--- src/include/hae_pkg.sv ---
// Constants, carriers and types for the Hall and analog encoder decoder
package hae_pkg;

  // ----------------------------------------
  // Register indexes
  // ----------------------------------------
  localparam logic [7:0] ADDR_HALL_MODE = 8'h33;
  localparam logic [7:0] ADDR_HALL_OFFSETS = 8'h37;
  localparam logic [7:0] ADDR_HALL_MAX_STEP = 8'h38;
  localparam logic [7:0] ADDR_HALL_ELEC = 8'h39;
  localparam logic [7:0] ADDR_HALL_MECH = 8'h3A;
  localparam logic [7:0] ADDR_AENC_CONFIG = 8'h3B;
  localparam logic [7:0] ADDR_AENC_THRESHOLD = 8'h3C;
  localparam logic [7:0] ADDR_AENC_RAW = 8'h3D;
  localparam logic [7:0] ADDR_AENC_OFFSET = 8'h3E;
  localparam logic [7:0] ADDR_AENC_COMP = 8'h3F;
  localparam logic [7:0] ADDR_AENC_PPR = 8'h40;
  localparam logic [7:0] ADDR_AENC_COUNT = 8'h41;
  localparam logic [7:0] ADDR_AENC_CAPTURE = 8'h42;
  localparam logic [7:0] ADDR_AENC_ANGLE_OFFSETS = 8'h45;

  // ----------------------------------------
  // Field positions and reset values
  // ----------------------------------------
  localparam int HALL_MODE_INTERP_BIT = 8;
  localparam int AENC_THREE_PHASE_BIT = 0;
  localparam int AENC_RELOAD_BIT = 8;
  localparam int AENC_DIR_NEG_BIT = 12;
  localparam logic [15:0] MAX_STEP_RESET = 16'h2AAA;
  localparam logic [31:0] REG_RESET = 32'h0000_0000;
  localparam logic [15:0] SIXTY_DEG = 16'h2AAB;
  localparam logic [15:0] HALF_TURN = 16'h8000;
  localparam logic [16:0] INV_SQRT3 = 17'h049E7;
  localparam int INV_SQRT3_SHIFT = 15;
  localparam logic [3:0] CORDIC_LAST = 4'hD;
  localparam logic [15:0] INTERVAL_MAX = 16'hFFFF;

  // ----------------------------------------
  // Types
  // ----------------------------------------
  typedef struct packed {
    logic [7:0] addr;
    logic [31:0] wdata;
    logic wr;
    logic rd;
  } hae_bus_req_t;

  typedef struct packed {
    logic signed [15:0] ph0;
    logic signed [15:0] ph1;
    logic signed [15:0] ph2;
    logic [15:0] index_level;
  } hae_aenc_in_t;

  typedef enum logic [1:0] {
    CORDIC_LOAD = 2'b00,
    CORDIC_ITER = 2'b01,
    CORDIC_DONE = 2'b11
  } hae_cordic_state_t;

  // Arctangent of 2^-i, full turn is 2^16
  function automatic logic [15:0] atan_lut(input logic [3:0] i);
    case (i)
      4'h0: atan_lut = 16'h2000;
      4'h1: atan_lut = 16'h12E4;
      4'h2: atan_lut = 16'h09FB;
      4'h3: atan_lut = 16'h0511;
      4'h4: atan_lut = 16'h028B;
      4'h5: atan_lut = 16'h0146;
      4'h6: atan_lut = 16'h00A3;
      4'h7: atan_lut = 16'h0051;
      4'h8: atan_lut = 16'h0029;
      4'h9: atan_lut = 16'h0014;
      4'hA: atan_lut = 16'h000A;
      4'hB: atan_lut = 16'h0005;
      4'hC: atan_lut = 16'h0003;
      default: atan_lut = 16'h0001;
    endcase
  endfunction

endpackage

--- src/core/hae_decoder.sv ---
// Hall and analog encoder angle decoder with register port
`timescale 1ns/10ps
`default_nettype none

module hae_decoder (
  input wire logic sys_clk,
  input wire logic rstn,
  input wire hae_pkg::hae_bus_req_t bus_req,
  output var logic [31:0] rd_data,
  input wire logic [2:0] hall_in,
  input wire hae_pkg::hae_aenc_in_t aenc_in,
  output var logic [15:0] hall_phi_e_sel,
  output var logic [15:0] hall_phi_m_out,
  output var logic [15:0] aenc_phi_a_out,
  output var logic aenc_index_pulse
);

  // ----------------------------------------
  // Functions
  // ----------------------------------------
  function automatic logic [3:0] msb_index(input logic [15:0] v);
    msb_index = 4'h0;
    for (int i = 0; i < 16; i++) begin
      if (v[i]) begin
        msb_index = 4'(i);
      end
    end
  endfunction

  function automatic logic [2:0] hall_sector(input logic [2:0] h);
    case (h)
      3'h1: hall_sector = 3'h0;
      3'h3: hall_sector = 3'h1;
      3'h2: hall_sector = 3'h2;
      3'h6: hall_sector = 3'h3;
      3'h4: hall_sector = 3'h4;
      3'h5: hall_sector = 3'h5;
      default: hall_sector = 3'h7;
    endcase
  endfunction

  // ----------------------------------------
  // Configuration registers
  // ----------------------------------------
  logic [31:0] hall_mode_reg, hall_mode_next;
  logic [31:0] hall_angle_offsets_reg, hall_angle_offsets_next;
  logic [15:0] hall_interp_max_step_reg, hall_interp_max_step_next;
  logic [31:0] analog_enc_config_reg, analog_enc_config_next;
  logic [15:0] analog_index_threshold_reg, analog_index_threshold_next;
  logic [15:0] analog_angle_offset_reg, analog_angle_offset_next;
  logic [15:0] analog_periods_per_rev_reg, analog_periods_per_rev_next;
  logic [31:0] analog_angle_offsets_reg, analog_angle_offsets_next;
  logic [31:0] rd_data_next;

  // ----------------------------------------
  // Hall state
  // ----------------------------------------
  logic [2:0] sector_reg, sector_next;
  logic [15:0] interval_reg, interval_next;
  logic [15:0] step_reg, step_next;
  logic [15:0] acc_reg, acc_next;
  logic fwd_reg, fwd_next;
  logic [15:0] hall_raw_reg, hall_raw_next;
  logic [15:0] hall_interp_reg, hall_interp_next;
  logic [15:0] hall_mech_reg, hall_mech_next;
  logic [15:0] hall_sel_next;

  // ----------------------------------------
  // Analog state
  // ----------------------------------------
  hae_pkg::hae_cordic_state_t cst_reg, cst_next;
  logic [3:0] iter_reg, iter_next;
  logic signed [17:0] x_reg, x_next, y_reg, y_next;
  logic [15:0] z_reg, z_next;
  logic [15:0] analog_raw_angle_reg, analog_raw_angle_next;
  logic [15:0] analog_comp_angle_reg, analog_comp_angle_next;
  logic [15:0] comp_prev_reg, comp_prev_next;
  logic [31:0] analog_period_count_reg, analog_period_count_next;
  logic [31:0] analog_index_capture_reg, analog_index_capture_next;
  logic index_level_reg, index_level_next;
  logic index_pulse_next;

  // ----------------------------------------
  // Register port
  // ----------------------------------------
  always_comb begin
    hall_mode_next = hall_mode_reg;
    hall_angle_offsets_next = hall_angle_offsets_reg;
    hall_interp_max_step_next = hall_interp_max_step_reg;
    analog_enc_config_next = analog_enc_config_reg;
    analog_index_threshold_next = analog_index_threshold_reg;
    analog_angle_offset_next = analog_angle_offset_reg;
    analog_periods_per_rev_next = analog_periods_per_rev_reg;
    analog_angle_offsets_next = analog_angle_offsets_reg;
    rd_data_next = hae_pkg::REG_RESET;

    // ----------------------------------------
    // Register writes
    // ----------------------------------------
    if (bus_req.wr) begin
      case (bus_req.addr)
        hae_pkg::ADDR_HALL_MODE: hall_mode_next = bus_req.wdata;
        hae_pkg::ADDR_HALL_OFFSETS: hall_angle_offsets_next = bus_req.wdata;
        hae_pkg::ADDR_HALL_MAX_STEP: hall_interp_max_step_next = bus_req.wdata[15:0];
        hae_pkg::ADDR_AENC_CONFIG: analog_enc_config_next = bus_req.wdata;
        hae_pkg::ADDR_AENC_THRESHOLD: analog_index_threshold_next = bus_req.wdata[15:0];
        hae_pkg::ADDR_AENC_OFFSET: analog_angle_offset_next = bus_req.wdata[15:0];
        hae_pkg::ADDR_AENC_PPR: analog_periods_per_rev_next = bus_req.wdata[15:0];
        hae_pkg::ADDR_AENC_ANGLE_OFFSETS: analog_angle_offsets_next = bus_req.wdata;
        default: ;
      endcase
    end

    // ----------------------------------------
    // Read mux
    // ----------------------------------------
    if (bus_req.rd) begin
      case (bus_req.addr)
        hae_pkg::ADDR_HALL_MODE: rd_data_next = hall_mode_reg;
        hae_pkg::ADDR_HALL_OFFSETS: rd_data_next = hall_angle_offsets_reg;
        hae_pkg::ADDR_HALL_MAX_STEP: rd_data_next = {16'h0000, hall_interp_max_step_reg};
        hae_pkg::ADDR_HALL_ELEC: rd_data_next = {hall_interp_reg, hall_raw_reg};
        hae_pkg::ADDR_HALL_MECH: rd_data_next = {16'h0000, hall_mech_reg};
        hae_pkg::ADDR_AENC_CONFIG: rd_data_next = analog_enc_config_reg;
        hae_pkg::ADDR_AENC_THRESHOLD: rd_data_next = {16'h0000, analog_index_threshold_reg};
        hae_pkg::ADDR_AENC_RAW: rd_data_next = {16'h0000, analog_raw_angle_reg};
        hae_pkg::ADDR_AENC_OFFSET: rd_data_next = {16'h0000, analog_angle_offset_reg};
        hae_pkg::ADDR_AENC_COMP: rd_data_next = {16'h0000, analog_comp_angle_reg};
        hae_pkg::ADDR_AENC_PPR: rd_data_next = {16'h0000, analog_periods_per_rev_reg};
        hae_pkg::ADDR_AENC_COUNT: rd_data_next = analog_period_count_reg;
        hae_pkg::ADDR_AENC_CAPTURE: rd_data_next = analog_index_capture_reg;
        hae_pkg::ADDR_AENC_ANGLE_OFFSETS: rd_data_next = analog_angle_offsets_reg;
        default: rd_data_next = hae_pkg::REG_RESET;
      endcase
    end
  end

  always_ff @(posedge sys_clk) begin
    if (!rstn) begin
      hall_mode_reg <= hae_pkg::REG_RESET;
      hall_angle_offsets_reg <= hae_pkg::REG_RESET;
      hall_interp_max_step_reg <= hae_pkg::MAX_STEP_RESET;
      analog_enc_config_reg <= hae_pkg::REG_RESET;
      analog_index_threshold_reg <= 16'h0000;
      analog_angle_offset_reg <= 16'h0000;
      analog_periods_per_rev_reg <= 16'h0000;
      analog_angle_offsets_reg <= hae_pkg::REG_RESET;
      rd_data <= hae_pkg::REG_RESET;
    end else begin
      hall_mode_reg <= hall_mode_next;
      hall_angle_offsets_reg <= hall_angle_offsets_next;
      hall_interp_max_step_reg <= hall_interp_max_step_next;
      analog_enc_config_reg <= analog_enc_config_next;
      analog_index_threshold_reg <= analog_index_threshold_next;
      analog_angle_offset_reg <= analog_angle_offset_next;
      analog_periods_per_rev_reg <= analog_periods_per_rev_next;
      analog_angle_offsets_reg <= analog_angle_offsets_next;
      rd_data <= rd_data_next;
    end
  end

  // ----------------------------------------
  // Hall decoder
  // ----------------------------------------
  logic [2:0] new_sector;
  logic [15:0] base_angle, acc_sum;
  always_comb begin
    new_sector = hall_sector(hall_in);
    sector_next = sector_reg;
    interval_next = (interval_reg == hae_pkg::INTERVAL_MAX) ? interval_reg : interval_reg + 16'h0001;
    step_next = step_reg;
    fwd_next = fwd_reg;
    acc_sum = acc_reg + step_reg;
    acc_next = (acc_sum < acc_reg || acc_sum > hall_interp_max_step_reg)
      ? hall_interp_max_step_reg : acc_sum;

    // ----------------------------------------
    // Sector change
    // ----------------------------------------
    if (new_sector != 3'h7 && new_sector != sector_reg) begin
      sector_next = new_sector;
      fwd_next = (new_sector == ((sector_reg == 3'h5) ? 3'h0 : sector_reg + 3'h1));
      step_next = hae_pkg::SIXTY_DEG >> msb_index(interval_reg);
      interval_next = 16'h0000;
      acc_next = 16'h0000;
    end

    // ----------------------------------------
    // Angles and offsets
    // ----------------------------------------
    base_angle = 16'(sector_next * hae_pkg::SIXTY_DEG);
    hall_raw_next = base_angle + hall_angle_offsets_reg[31:16];
    hall_mech_next = base_angle + hall_angle_offsets_reg[15:0];
    hall_interp_next = fwd_next ? hall_raw_next + acc_next : hall_raw_next - acc_next;
    hall_sel_next = hall_mode_reg[hae_pkg::HALL_MODE_INTERP_BIT]
      ? hall_interp_next : hall_raw_next;
  end

  always_ff @(posedge sys_clk) begin
    if (!rstn) begin
      sector_reg <= 3'h0;
      interval_reg <= 16'h0000;
      step_reg <= 16'h0000;
      acc_reg <= 16'h0000;
      fwd_reg <= 1'b1;
      hall_raw_reg <= 16'h0000;
      hall_interp_reg <= 16'h0000;
      hall_mech_reg <= 16'h0000;
      hall_phi_e_sel <= 16'h0000;
      hall_phi_m_out <= 16'h0000;
    end else begin
      sector_reg <= sector_next;
      interval_reg <= interval_next;
      step_reg <= step_next;
      acc_reg <= acc_next;
      fwd_reg <= fwd_next;
      hall_raw_reg <= hall_raw_next;
      hall_interp_reg <= hall_interp_next;
      hall_mech_reg <= hall_mech_next;
      hall_phi_e_sel <= hall_sel_next;
      hall_phi_m_out <= hall_mech_next;
    end
  end

  // ----------------------------------------
  // Analog decoder
  // ----------------------------------------
  logic signed [16:0] diff_vw;
  logic signed [33:0] beta_prod;
  logic signed [17:0] xa, ya, xs, ys;
  logic dir_neg, wrap_fwd, wrap_bwd, index_event;
  always_comb begin
    cst_next = cst_reg;
    iter_next = iter_reg;
    x_next = x_reg;
    y_next = y_reg;
    z_next = z_reg;
    analog_raw_angle_next = analog_raw_angle_reg;
    diff_vw = 17'(aenc_in.ph1) - 17'(aenc_in.ph2);
    beta_prod = 34'(diff_vw) * 34'($signed({1'b0, hae_pkg::INV_SQRT3}));
    xa = 18'(aenc_in.ph0);
    ya = analog_enc_config_reg[hae_pkg::AENC_THREE_PHASE_BIT]
      ? beta_prod[hae_pkg::INV_SQRT3_SHIFT +: 18] : 18'(aenc_in.ph1);
    xs = x_reg >>> iter_reg;
    ys = y_reg >>> iter_reg;

    // ----------------------------------------
    // Arctangent iterations
    // ----------------------------------------
    case (cst_reg)
      hae_pkg::CORDIC_LOAD: begin
        x_next = xa[17] ? -xa : xa;
        y_next = xa[17] ? -ya : ya;
        z_next = xa[17] ? hae_pkg::HALF_TURN : 16'h0000;
        iter_next = 4'h0;
        cst_next = hae_pkg::CORDIC_ITER;
      end
      hae_pkg::CORDIC_ITER: begin
        if (!y_reg[17]) begin
          x_next = x_reg + ys;
          y_next = y_reg - xs;
          z_next = z_reg + hae_pkg::atan_lut(iter_reg);
        end else begin
          x_next = x_reg - ys;
          y_next = y_reg + xs;
          z_next = z_reg - hae_pkg::atan_lut(iter_reg);
        end
        iter_next = iter_reg + 4'h1;
        if (iter_reg == hae_pkg::CORDIC_LAST) begin
          cst_next = hae_pkg::CORDIC_DONE;
        end
      end
      hae_pkg::CORDIC_DONE: begin
        analog_raw_angle_next = z_reg;
        cst_next = hae_pkg::CORDIC_LOAD;
      end
      default: cst_next = hae_pkg::CORDIC_LOAD;
    endcase

    // ----------------------------------------
    // Offset and wrap detection
    // ----------------------------------------
    analog_comp_angle_next = analog_raw_angle_reg + analog_angle_offset_reg;
    comp_prev_next = analog_comp_angle_reg;
    dir_neg = analog_enc_config_reg[hae_pkg::AENC_DIR_NEG_BIT];
    wrap_fwd = (comp_prev_reg[15:14] == 2'h3) && (analog_comp_angle_reg[15:14] == 2'h0);
    wrap_bwd = (comp_prev_reg[15:14] == 2'h0) && (analog_comp_angle_reg[15:14] == 2'h3);
    index_level_next = aenc_in.index_level > analog_index_threshold_reg;
    index_event = index_level_next && !index_level_reg;

    // ----------------------------------------
    // Period count
    // ----------------------------------------
    analog_period_count_next = analog_period_count_reg;
    if (wrap_fwd != wrap_bwd) begin
      analog_period_count_next = (wrap_fwd != dir_neg)
        ? analog_period_count_reg + 32'h0000_0001
        : analog_period_count_reg - 32'h0000_0001;
    end

    // ----------------------------------------
    // Index capture and reload
    // ----------------------------------------
    analog_index_capture_next = analog_index_capture_reg;
    if (bus_req.wr && bus_req.addr == hae_pkg::ADDR_AENC_CAPTURE) begin
      analog_index_capture_next = bus_req.wdata;
    end
    if (index_event) begin
      if (analog_enc_config_reg[hae_pkg::AENC_RELOAD_BIT]) begin
        analog_period_count_next = analog_index_capture_reg;
      end else begin
        analog_index_capture_next = analog_period_count_next;
      end
    end

    // ----------------------------------------
    // Software count write wins
    // ----------------------------------------
    if (bus_req.wr && bus_req.addr == hae_pkg::ADDR_AENC_COUNT) begin
      analog_period_count_next = bus_req.wdata;
    end
    index_pulse_next = index_event;
  end

  always_ff @(posedge sys_clk) begin
    if (!rstn) begin
      cst_reg <= hae_pkg::CORDIC_LOAD;
      iter_reg <= 4'h0;
      x_reg <= 18'sh00000;
      y_reg <= 18'sh00000;
      z_reg <= 16'h0000;
      analog_raw_angle_reg <= 16'h0000;
      analog_comp_angle_reg <= 16'h0000;
      comp_prev_reg <= 16'h0000;
      analog_period_count_reg <= hae_pkg::REG_RESET;
      analog_index_capture_reg <= hae_pkg::REG_RESET;
      index_level_reg <= 1'b0;
      aenc_index_pulse <= 1'b0;
      aenc_phi_a_out <= 16'h0000;
    end else begin
      cst_reg <= cst_next;
      iter_reg <= iter_next;
      x_reg <= x_next;
      y_reg <= y_next;
      z_reg <= z_next;
      analog_raw_angle_reg <= analog_raw_angle_next;
      analog_comp_angle_reg <= analog_comp_angle_next;
      comp_prev_reg <= comp_prev_next;
      analog_period_count_reg <= analog_period_count_next;
      analog_index_capture_reg <= analog_index_capture_next;
      index_level_reg <= index_level_next;
      aenc_index_pulse <= index_pulse_next;
      aenc_phi_a_out <= analog_comp_angle_next;
    end
  end

endmodule

`default_nettype wire

--- config.mk ---
export PLATFORM = sky130hd
export DESIGN_NAME = hae_decoder
export DESIGN_NICKNAME = d
export VERILOG_FILES = /design/src/include/hae_pkg.sv /design/src/core/hae_decoder.sv
export SDC_FILE = /design/constraint.sdc
export NUM_CORES = 2
export LEC_CHECK = 0
export BUFFER_PORTS_ARGS = -buffer_cell sky130_fd_sc_hd__clkbuf_2
export CAP_MARGIN = 25
export CORE_MARGIN = 5
export CORE_UTILIZATION = 45
export CTS_CLUSTER_DIAMETER = 50
export DETAILED_ROUTE_END_ITERATION = 8
export GPL_TIMING_DRIVEN = 0
export SLEW_MARGIN = 5
export SYNTH_ARGS = -nofsm -noshare
export SYNTH_HDL_FRONTEND = slang
export SYNTH_SLANG_ARGS = --single-unit
--- constraint.sdc ---
create_clock -name sys_clk -period 14.2 [get_ports sys_clk]
set_clock_uncertainty 0.1 [all_clocks]
set_input_delay 1.42 -clock sys_clk [delete_from_list [all_inputs] [get_ports sys_clk]]
set_output_delay 1.42 -clock sys_clk [all_outputs]
set_load 0.005 [all_outputs]
# ---- Word-level counts from Yosys, hierarchy flattened
# Memories as Yosys holds them, arrays and structs flattened. A register that Yosys moved wholly into a read port is not among the register bits.
# Cells that the tools add are included.
dict set report op_classes {
  add_sub_neg 20
  n_mul 2
  div_mod_pow 0
  n_lt_le_gt_ge 3
  n_eq_ne 33
  n_shift 3
  mux 54
  bitwise 1
  n_reduce_logical 22
}
# cell count
set op_table {}
lappend op_table {{32-bit case mux with 14 select lines} 1}
lappend op_table {{32-bit 2-to-1 mux} 8}
lappend op_table {{16-bit 2-to-1 mux} 10}
lappend op_table {{16-bit adder} 6}
lappend op_table {{18-bit 2-to-1 mux} 5}
lappend op_table {{8-bit by 6-bit == test with 1-bit output, second input constant} 10}
lappend op_table {{4-bit 2-to-1 mux} 19}
lappend op_table {{18-bit case mux with 2 select lines} 2}
lappend op_table {{18-bit adder} 2}
lappend op_table {{18-bit by 4-bit >>> shifter with 18-bit output} 2}
lappend op_table {{18-bit subtractor} 2}
lappend op_table {{17-bit by 16-bit multiplier with 33-bit output, second input constant} 1}
lappend op_table {{32-bit by 1-bit adder with 32-bit output, second input constant} 1}
lappend op_table {{8-bit by 7-bit == test with 1-bit output, second input constant} 4}
lappend op_table {{16-bit > comparator} 2}
lappend op_table {{16-bit case mux with 2 select lines} 1}
lappend op_table {{16-bit subtractor} 2}
lappend op_table {{32-bit by 1-bit subtractor with 32-bit output, second input constant} 1}
lappend op_table {{16-bit negator with 18-bit output} 1}
lappend op_table {{18-bit negator} 1}
lappend op_table {{3-bit case mux with 6 select lines} 1}
lappend op_table {{2-bit AND reduction} 9}
lappend op_table {{16-bit by 16-bit subtractor with 17-bit output} 1}
lappend op_table {{16-bit by 1-bit adder with 16-bit output, second input constant} 1}
lappend op_table {{other kinds (29)} 45}
dict set report totals {
  regBits 512
  latchBits 0
  mem_bits_rw 0
  rom_bits 448
  inputBits 111
  out_inout_bits 81
  word_cells 170
  memories 2
}
# memory depth word_bits rd rd_clocked_by_memory_dff wr line
set mem_list {}
lappend mem_list {{(no name shown)} 16 14 1 1 0 hae_pkg.sv:63} ;# case (i)
lappend mem_list {{(no name shown)} 16 14 1 1 0 hae_pkg.sv:63}

# ---- Longest topological paths before layout
dict set report logic_depth {
  word_depth 17
  depth_mapped 40
  ltp_nobuf 37
}

# ---- Worst setup path after synthesis
# No wires, ideal clock.
dict set report synth_path {
  path_type {input to register}
  startpoint {input port aenc_in[32] (netlist name)}
  endpoint {register y_reg[16]}
  setup_time_ns 0.095
  t_arrival_ns 9.833
  required_time_ns 14.005
  setup_slack_ns 4.171
  path_stages 33
  cell_sequence {inv_1 > ha_1 > fa_1 > nor2b_1 > o31ai_1 > a2111oi_0 > a2111oi_0 > nor3_1 > a41oi_1 > a22o_1 > clkbuf_1 > buf_1 > ha_1 > clkbuf_1 > xnor2_1 > xnor2_1 > ha_1 > fa_1 > fa_1 > inv_1 > fa_1 > inv_1 > ha_1 > and4_1 > a221o_2 > a221o_1 > a211o_1 > a311oi_2 > nand4_2 > or3b_4 > o31ai_2 > xor2_1 > a221oi_1}
}
dict set report synth_via {
  elab_chain_cells 6
}
# element line
set synth_lines {}
lappend synth_lines {{start: declaration} hae_decoder.sv:11} ;# input wire hae_pkg::hae_aenc_in_t aenc_in,
lappend synth_lines {{16-bit by 16-bit subtractor with 17-bit output} hae_decoder.sv:239} ;# diff_vw = 17'(aenc_in.ph1) - 17'(aenc_in.ph2);
lappend synth_lines {{17-bit by 16-bit multiplier with 33-bit output} hae_decoder.sv:240} ;# beta_prod = 34'(diff_vw) * 34'($signed({1'b0, hae_pkg::INV_SQRT3}));
lappend synth_lines {{18-bit 2-to-1 mux (*)} hae_decoder.sv:243} ;# ? beta_prod[hae_pkg::INV_SQRT3_SHIFT +: 18] : 18'(aenc_in.ph1);
lappend synth_lines {{18-bit negator} hae_decoder.sv:253} ;# y_next = xa[17] ? -ya : ya;
lappend synth_lines {{18-bit 2-to-1 mux (*)} hae_decoder.sv:253}
lappend synth_lines {{18-bit case mux with 2 select lines (*)} hae_decoder.sv:250} ;# case (cst_reg)
lappend synth_lines {{end signal: assignment} hae_decoder.sv:344} ;# y_reg <= y_next;
lappend synth_lines {{end: declaration} hae_decoder.sv:73} ;# logic signed [17:0] x_reg, x_next, y_reg, y_next;
# Every way passes the cells marked *; elsewhere a longest branch is shown, timed or not.
# A chain may end at the register's enable or synchronous reset.

# ---- Worst setup path in the final report
# Same ends and word-level chain as after synthesis.

==> results.json <==
{
  "power_mw": 12.2,
  "htree_num_levels": 3,
  "crit_fanout": 15,
  "hold_violations": 0,
  "outcome": "finished with violations",
  "synth_area_leaders": "dfxtp_1, ha_1, nand2_1, a21oi_1, fa_1",
  "powerDensity_nw_per_um2": 280,
  "hpwl_microns": 116000,
  "io_pins": 192,
  "numClockSinks": 510,
  "cts_resized": 0,
  "cp_num_buf_inv": 7,
  "final_nets": 5634,
  "slowest_stage": "a2111oi_0",
  "synth_compound_area_share_pct": 22.3,
  "vias": 37676,
  "path_clk_slew_ns": 0.06,
  "ys_ff_latch": 510,
  "grt_first_pass_wirelength_microns": 218000,
  "slew_viol_final": 0,
  "core_sq_um": 85100,
  "async_flop_share_pct": 0,
  "grt_max_degree": 19,
  "rsz0062_at_grt": "false",
  "grt-ovfl-total": 0,
  "place_area_sq_um": 41000,
  "synth_nets": 5375,
  "ir_drop_mv": 0.688,
  "syn-instance-count": 4808,
  "antenna_left": 0,
  "grt.total_usage_pct": 31.2,
  "synth_warnings": 0,
  "numCtsBuffers": 75,
  "syn_to_final_growth_pct": 13.1,
  "synth-edff-count": 0,
  "required_ns": 14.54,
  "critPathLaunchType": "input pin",
  "clk_latency_ns": 0.68,
  "first_global_vias": 35300,
  "max_freq_ghz": 0.0906,
  "route.met3.wl_microns": 14400,
  "hold_path.class": "register to register",
  "layout-drive-gt1-share_pct": 8.65,
  "cp_slowest_stage_delay_ns": 0.64,
  "antenna_found_initial": 15,
  "dieHeight_microns": 303,
  "dpl.cell_count": 6133,
  "avgSynthCellArea_sq_um": 8.03,
  "yosysTopAreaCell": "dfxtp_1",
  "drtIter0Drc": 4245,
  "yosys.area_share.simple_pct": 17.5,
  "yosysSeqAreaShare_pct": 26.4,
  "worstSetupPathType": "input pin to register",
  "routed_wl_microns": 148000,
  "drtPass1Iterations": 9,
  "max_slew.worst_pin.slew_ns": 1.15,
  "rows": 107,
  "via_per_inst": 6.01,
  "synth.area.mux_share_pct": 4.71,
  "postCtsHoldBufs": 0,
  "die_area_sq_um": 91800,
  "finalWeightedCongestion": 1.05,
  "cts-root-buf": "clkbuf_16",
  "avgRoutedWirePerCell_microns": 23.6,
  "synth_top_cell_area_share_pct": 26.4,
  "setup_viol": 0,
  "yosys.area_share.adder_pct": 16.6,
  "drv_cap": 0,
  "fin_crit_sh_pct": 77.7,
  "relSlewSlack_pct": 23.3,
  "cts_buffer_depth": 3,
  "leakage_nw": 18.3,
  "synth_xor_area_share_pct": 6.06,
  "synth_top_family_by_area": "compound AO/OA/AOI/OAI gates",
  "synth_ff_type": "dfxtp_1",
  "synth_area_sq_um": 38600,
  "final_cells": 6273,
  "arrival_ns": 11.37,
  "crit_path_end_kind": "register",
  "final.setup.tns_ns": 0,
  "final_util_pct": 51.3,
  "crit_family": "compound AO/OA/AOI/OAI gates",
  "ys_types": 105,
  "fin_crit_ns": 11.03,
  "met1_length_microns": 63000,
  "cts_tree": "yes",
  "failed_checks": "design-rule violations",
  "cts_setup_buffers": 0,
  "initial_utilization_pct": 45.3,
  "top_layer_used": "met5",
  "port_buffers": 173,
  "die_w_microns": 303,
  "drc": 3,
  "final_cell_area_sq_um": 43700,
  "route.met2.wl_microns": 62800
}
==> where the power goes <==
group	total [mW]	internal (mW)	switching [mW]	leakage, nW
registers	1.70	1.55	0.150	4.15
clock network	1.96	1.16	0.801	1.28
logic	8.57	3.52	5.05	12.9
total	12.2	6.22	6.00	18.3
==> stage by stage <==
| stage | hold slack, ns | worst slack (ns) |
|---|---|---|
| 2_1_floorplan | 0.322 | 4.17 |
| 3_3_place_gp | 0.341 | 2.66 |
| 3_5_place_dp | 0.346 | 2.53 |
| 4_1_cts | 0.355 | 3.14 |
| 5_1_grt | 0.367 | 2.46 |
| 6_report | 0.354 | 3.17 |
==> worst register-to-register path: cells and delay by family, from the launching register on <==
family	cells	cell delay [ns]
AND/OR/NAND/NOR	4	0.47
flip-flops	1	0.33
buffers and inverters	5	0.84
multiplexers	1	0.18
AO/OA/AOI/OAI	21	4.82
adder cells (fa/ha/maj)	6	1.92
XOR/XNOR	1	0.16
==> cell usage in the layout (no fill, tap or decap), types with 56 or more instances in the layout <==
cell type  Yosys  layout
nor3_1        92      92
a22oi_1       71      71
mux2i_1       78      78
inv_1        352     352
a211oi_1      80      80
fa_1          96      96
xnor2_1      157     156
clkbuf_16      0      75
clkbuf_2       0     173
a21oi_1      479     479
nand2_1      687     687
a31oi_1       57      57
and2_1        67      67
a21o_1        72      72
nand3_1       74      74
and3_1        56      56
dfxtp_1      510     510
xor2_1       110     110
o21ai_0      161     161
clkbuf_1     234     234
ha_1         360     360
nor2_1       348     348
==> logic make-up after synthesis <==
group,after synthesis
AO/OA/AOI/OAI,1307
XOR/XNOR,267
adder cells (fa/ha/maj),456
buffers and inverters,627
flip-flops,510
multiplexers,135
AND/OR/NAND/NOR,1506
==> layout make-up <==
class                      count  area [sq um]
fill                        8387         41500
multi-input combinational   3671         25900
sequential                   510         10200
clock buffer                  81          1960
tap                         1144          1430
inverter                     358          1340
buffer                       269          1130
timing repair buffer         182           972
clock inverter                51           661
antenna                        7          17.5
==> synthesized netlist by cell type, types with 13 or more instances <==
cell type / number
nor3_1: 92
nand2_1: 687
fa_1: 96
buf_1: 13
mux4_2: 35
a21boi_0: 15
o21ai_0: 161
and2_1: 67
and3_1: 56
a22o_1: 23
a21o_1: 72
mux2_2: 22
inv_1: 352
xnor2_1: 157
dfxtp_1: 510
a31oi_1: 57
o31a_1: 17
nor4_1: 16
mux2i_1: 78
nand3_1: 74
nor2b_1: 35
a21oi_1: 479
nand4_1: 14
nand2b_1: 29
ha_1: 360
clkbuf_1: 234
o21bai_1: 28
xor2_1: 110
a2111oi_0: 14
a211oi_1: 80
or3_1: 26
o211ai_1: 46
a221oi_1: 27
nor2_1: 348
a222oi_1: 41
o21a_1: 36
a22oi_1: 71
==> layer usage <==
| metal | GRT usage, % | up-vias |
|---|---|---|
| met5 | 0 | - |
| li1 | - | 17547 |
| met4 | 13.6 | 2 |
| met2 | 47.4 | 1807 |
| met1 | 43.4 | 17934 |
| met3 | 5.92 | 386 |
==> final timing paths <==
path	startpoint	endpoint	slack, ns	cells past startpoint
setup / recovery	aenc_in[32]	y_reg[16]$_SDFFE_PN0N_	3.17	34
hold / removal	analog_enc_config_reg[27]$_SDFFE_PN0P_	analog_enc_config_reg[27]$_SDFFE_PN0P_	0.35	2
setup reg to reg	step_reg[0]$_SDFFE_PN0P_	hall_phi_e_sel[14]$_SDFF_PN0_	5.24	38
hold reg to reg	analog_enc_config_reg[27]$_SDFFE_PN0P_	analog_enc_config_reg[27]$_SDFFE_PN0P_	0.35	2
(Power assumes the default switching activity.)
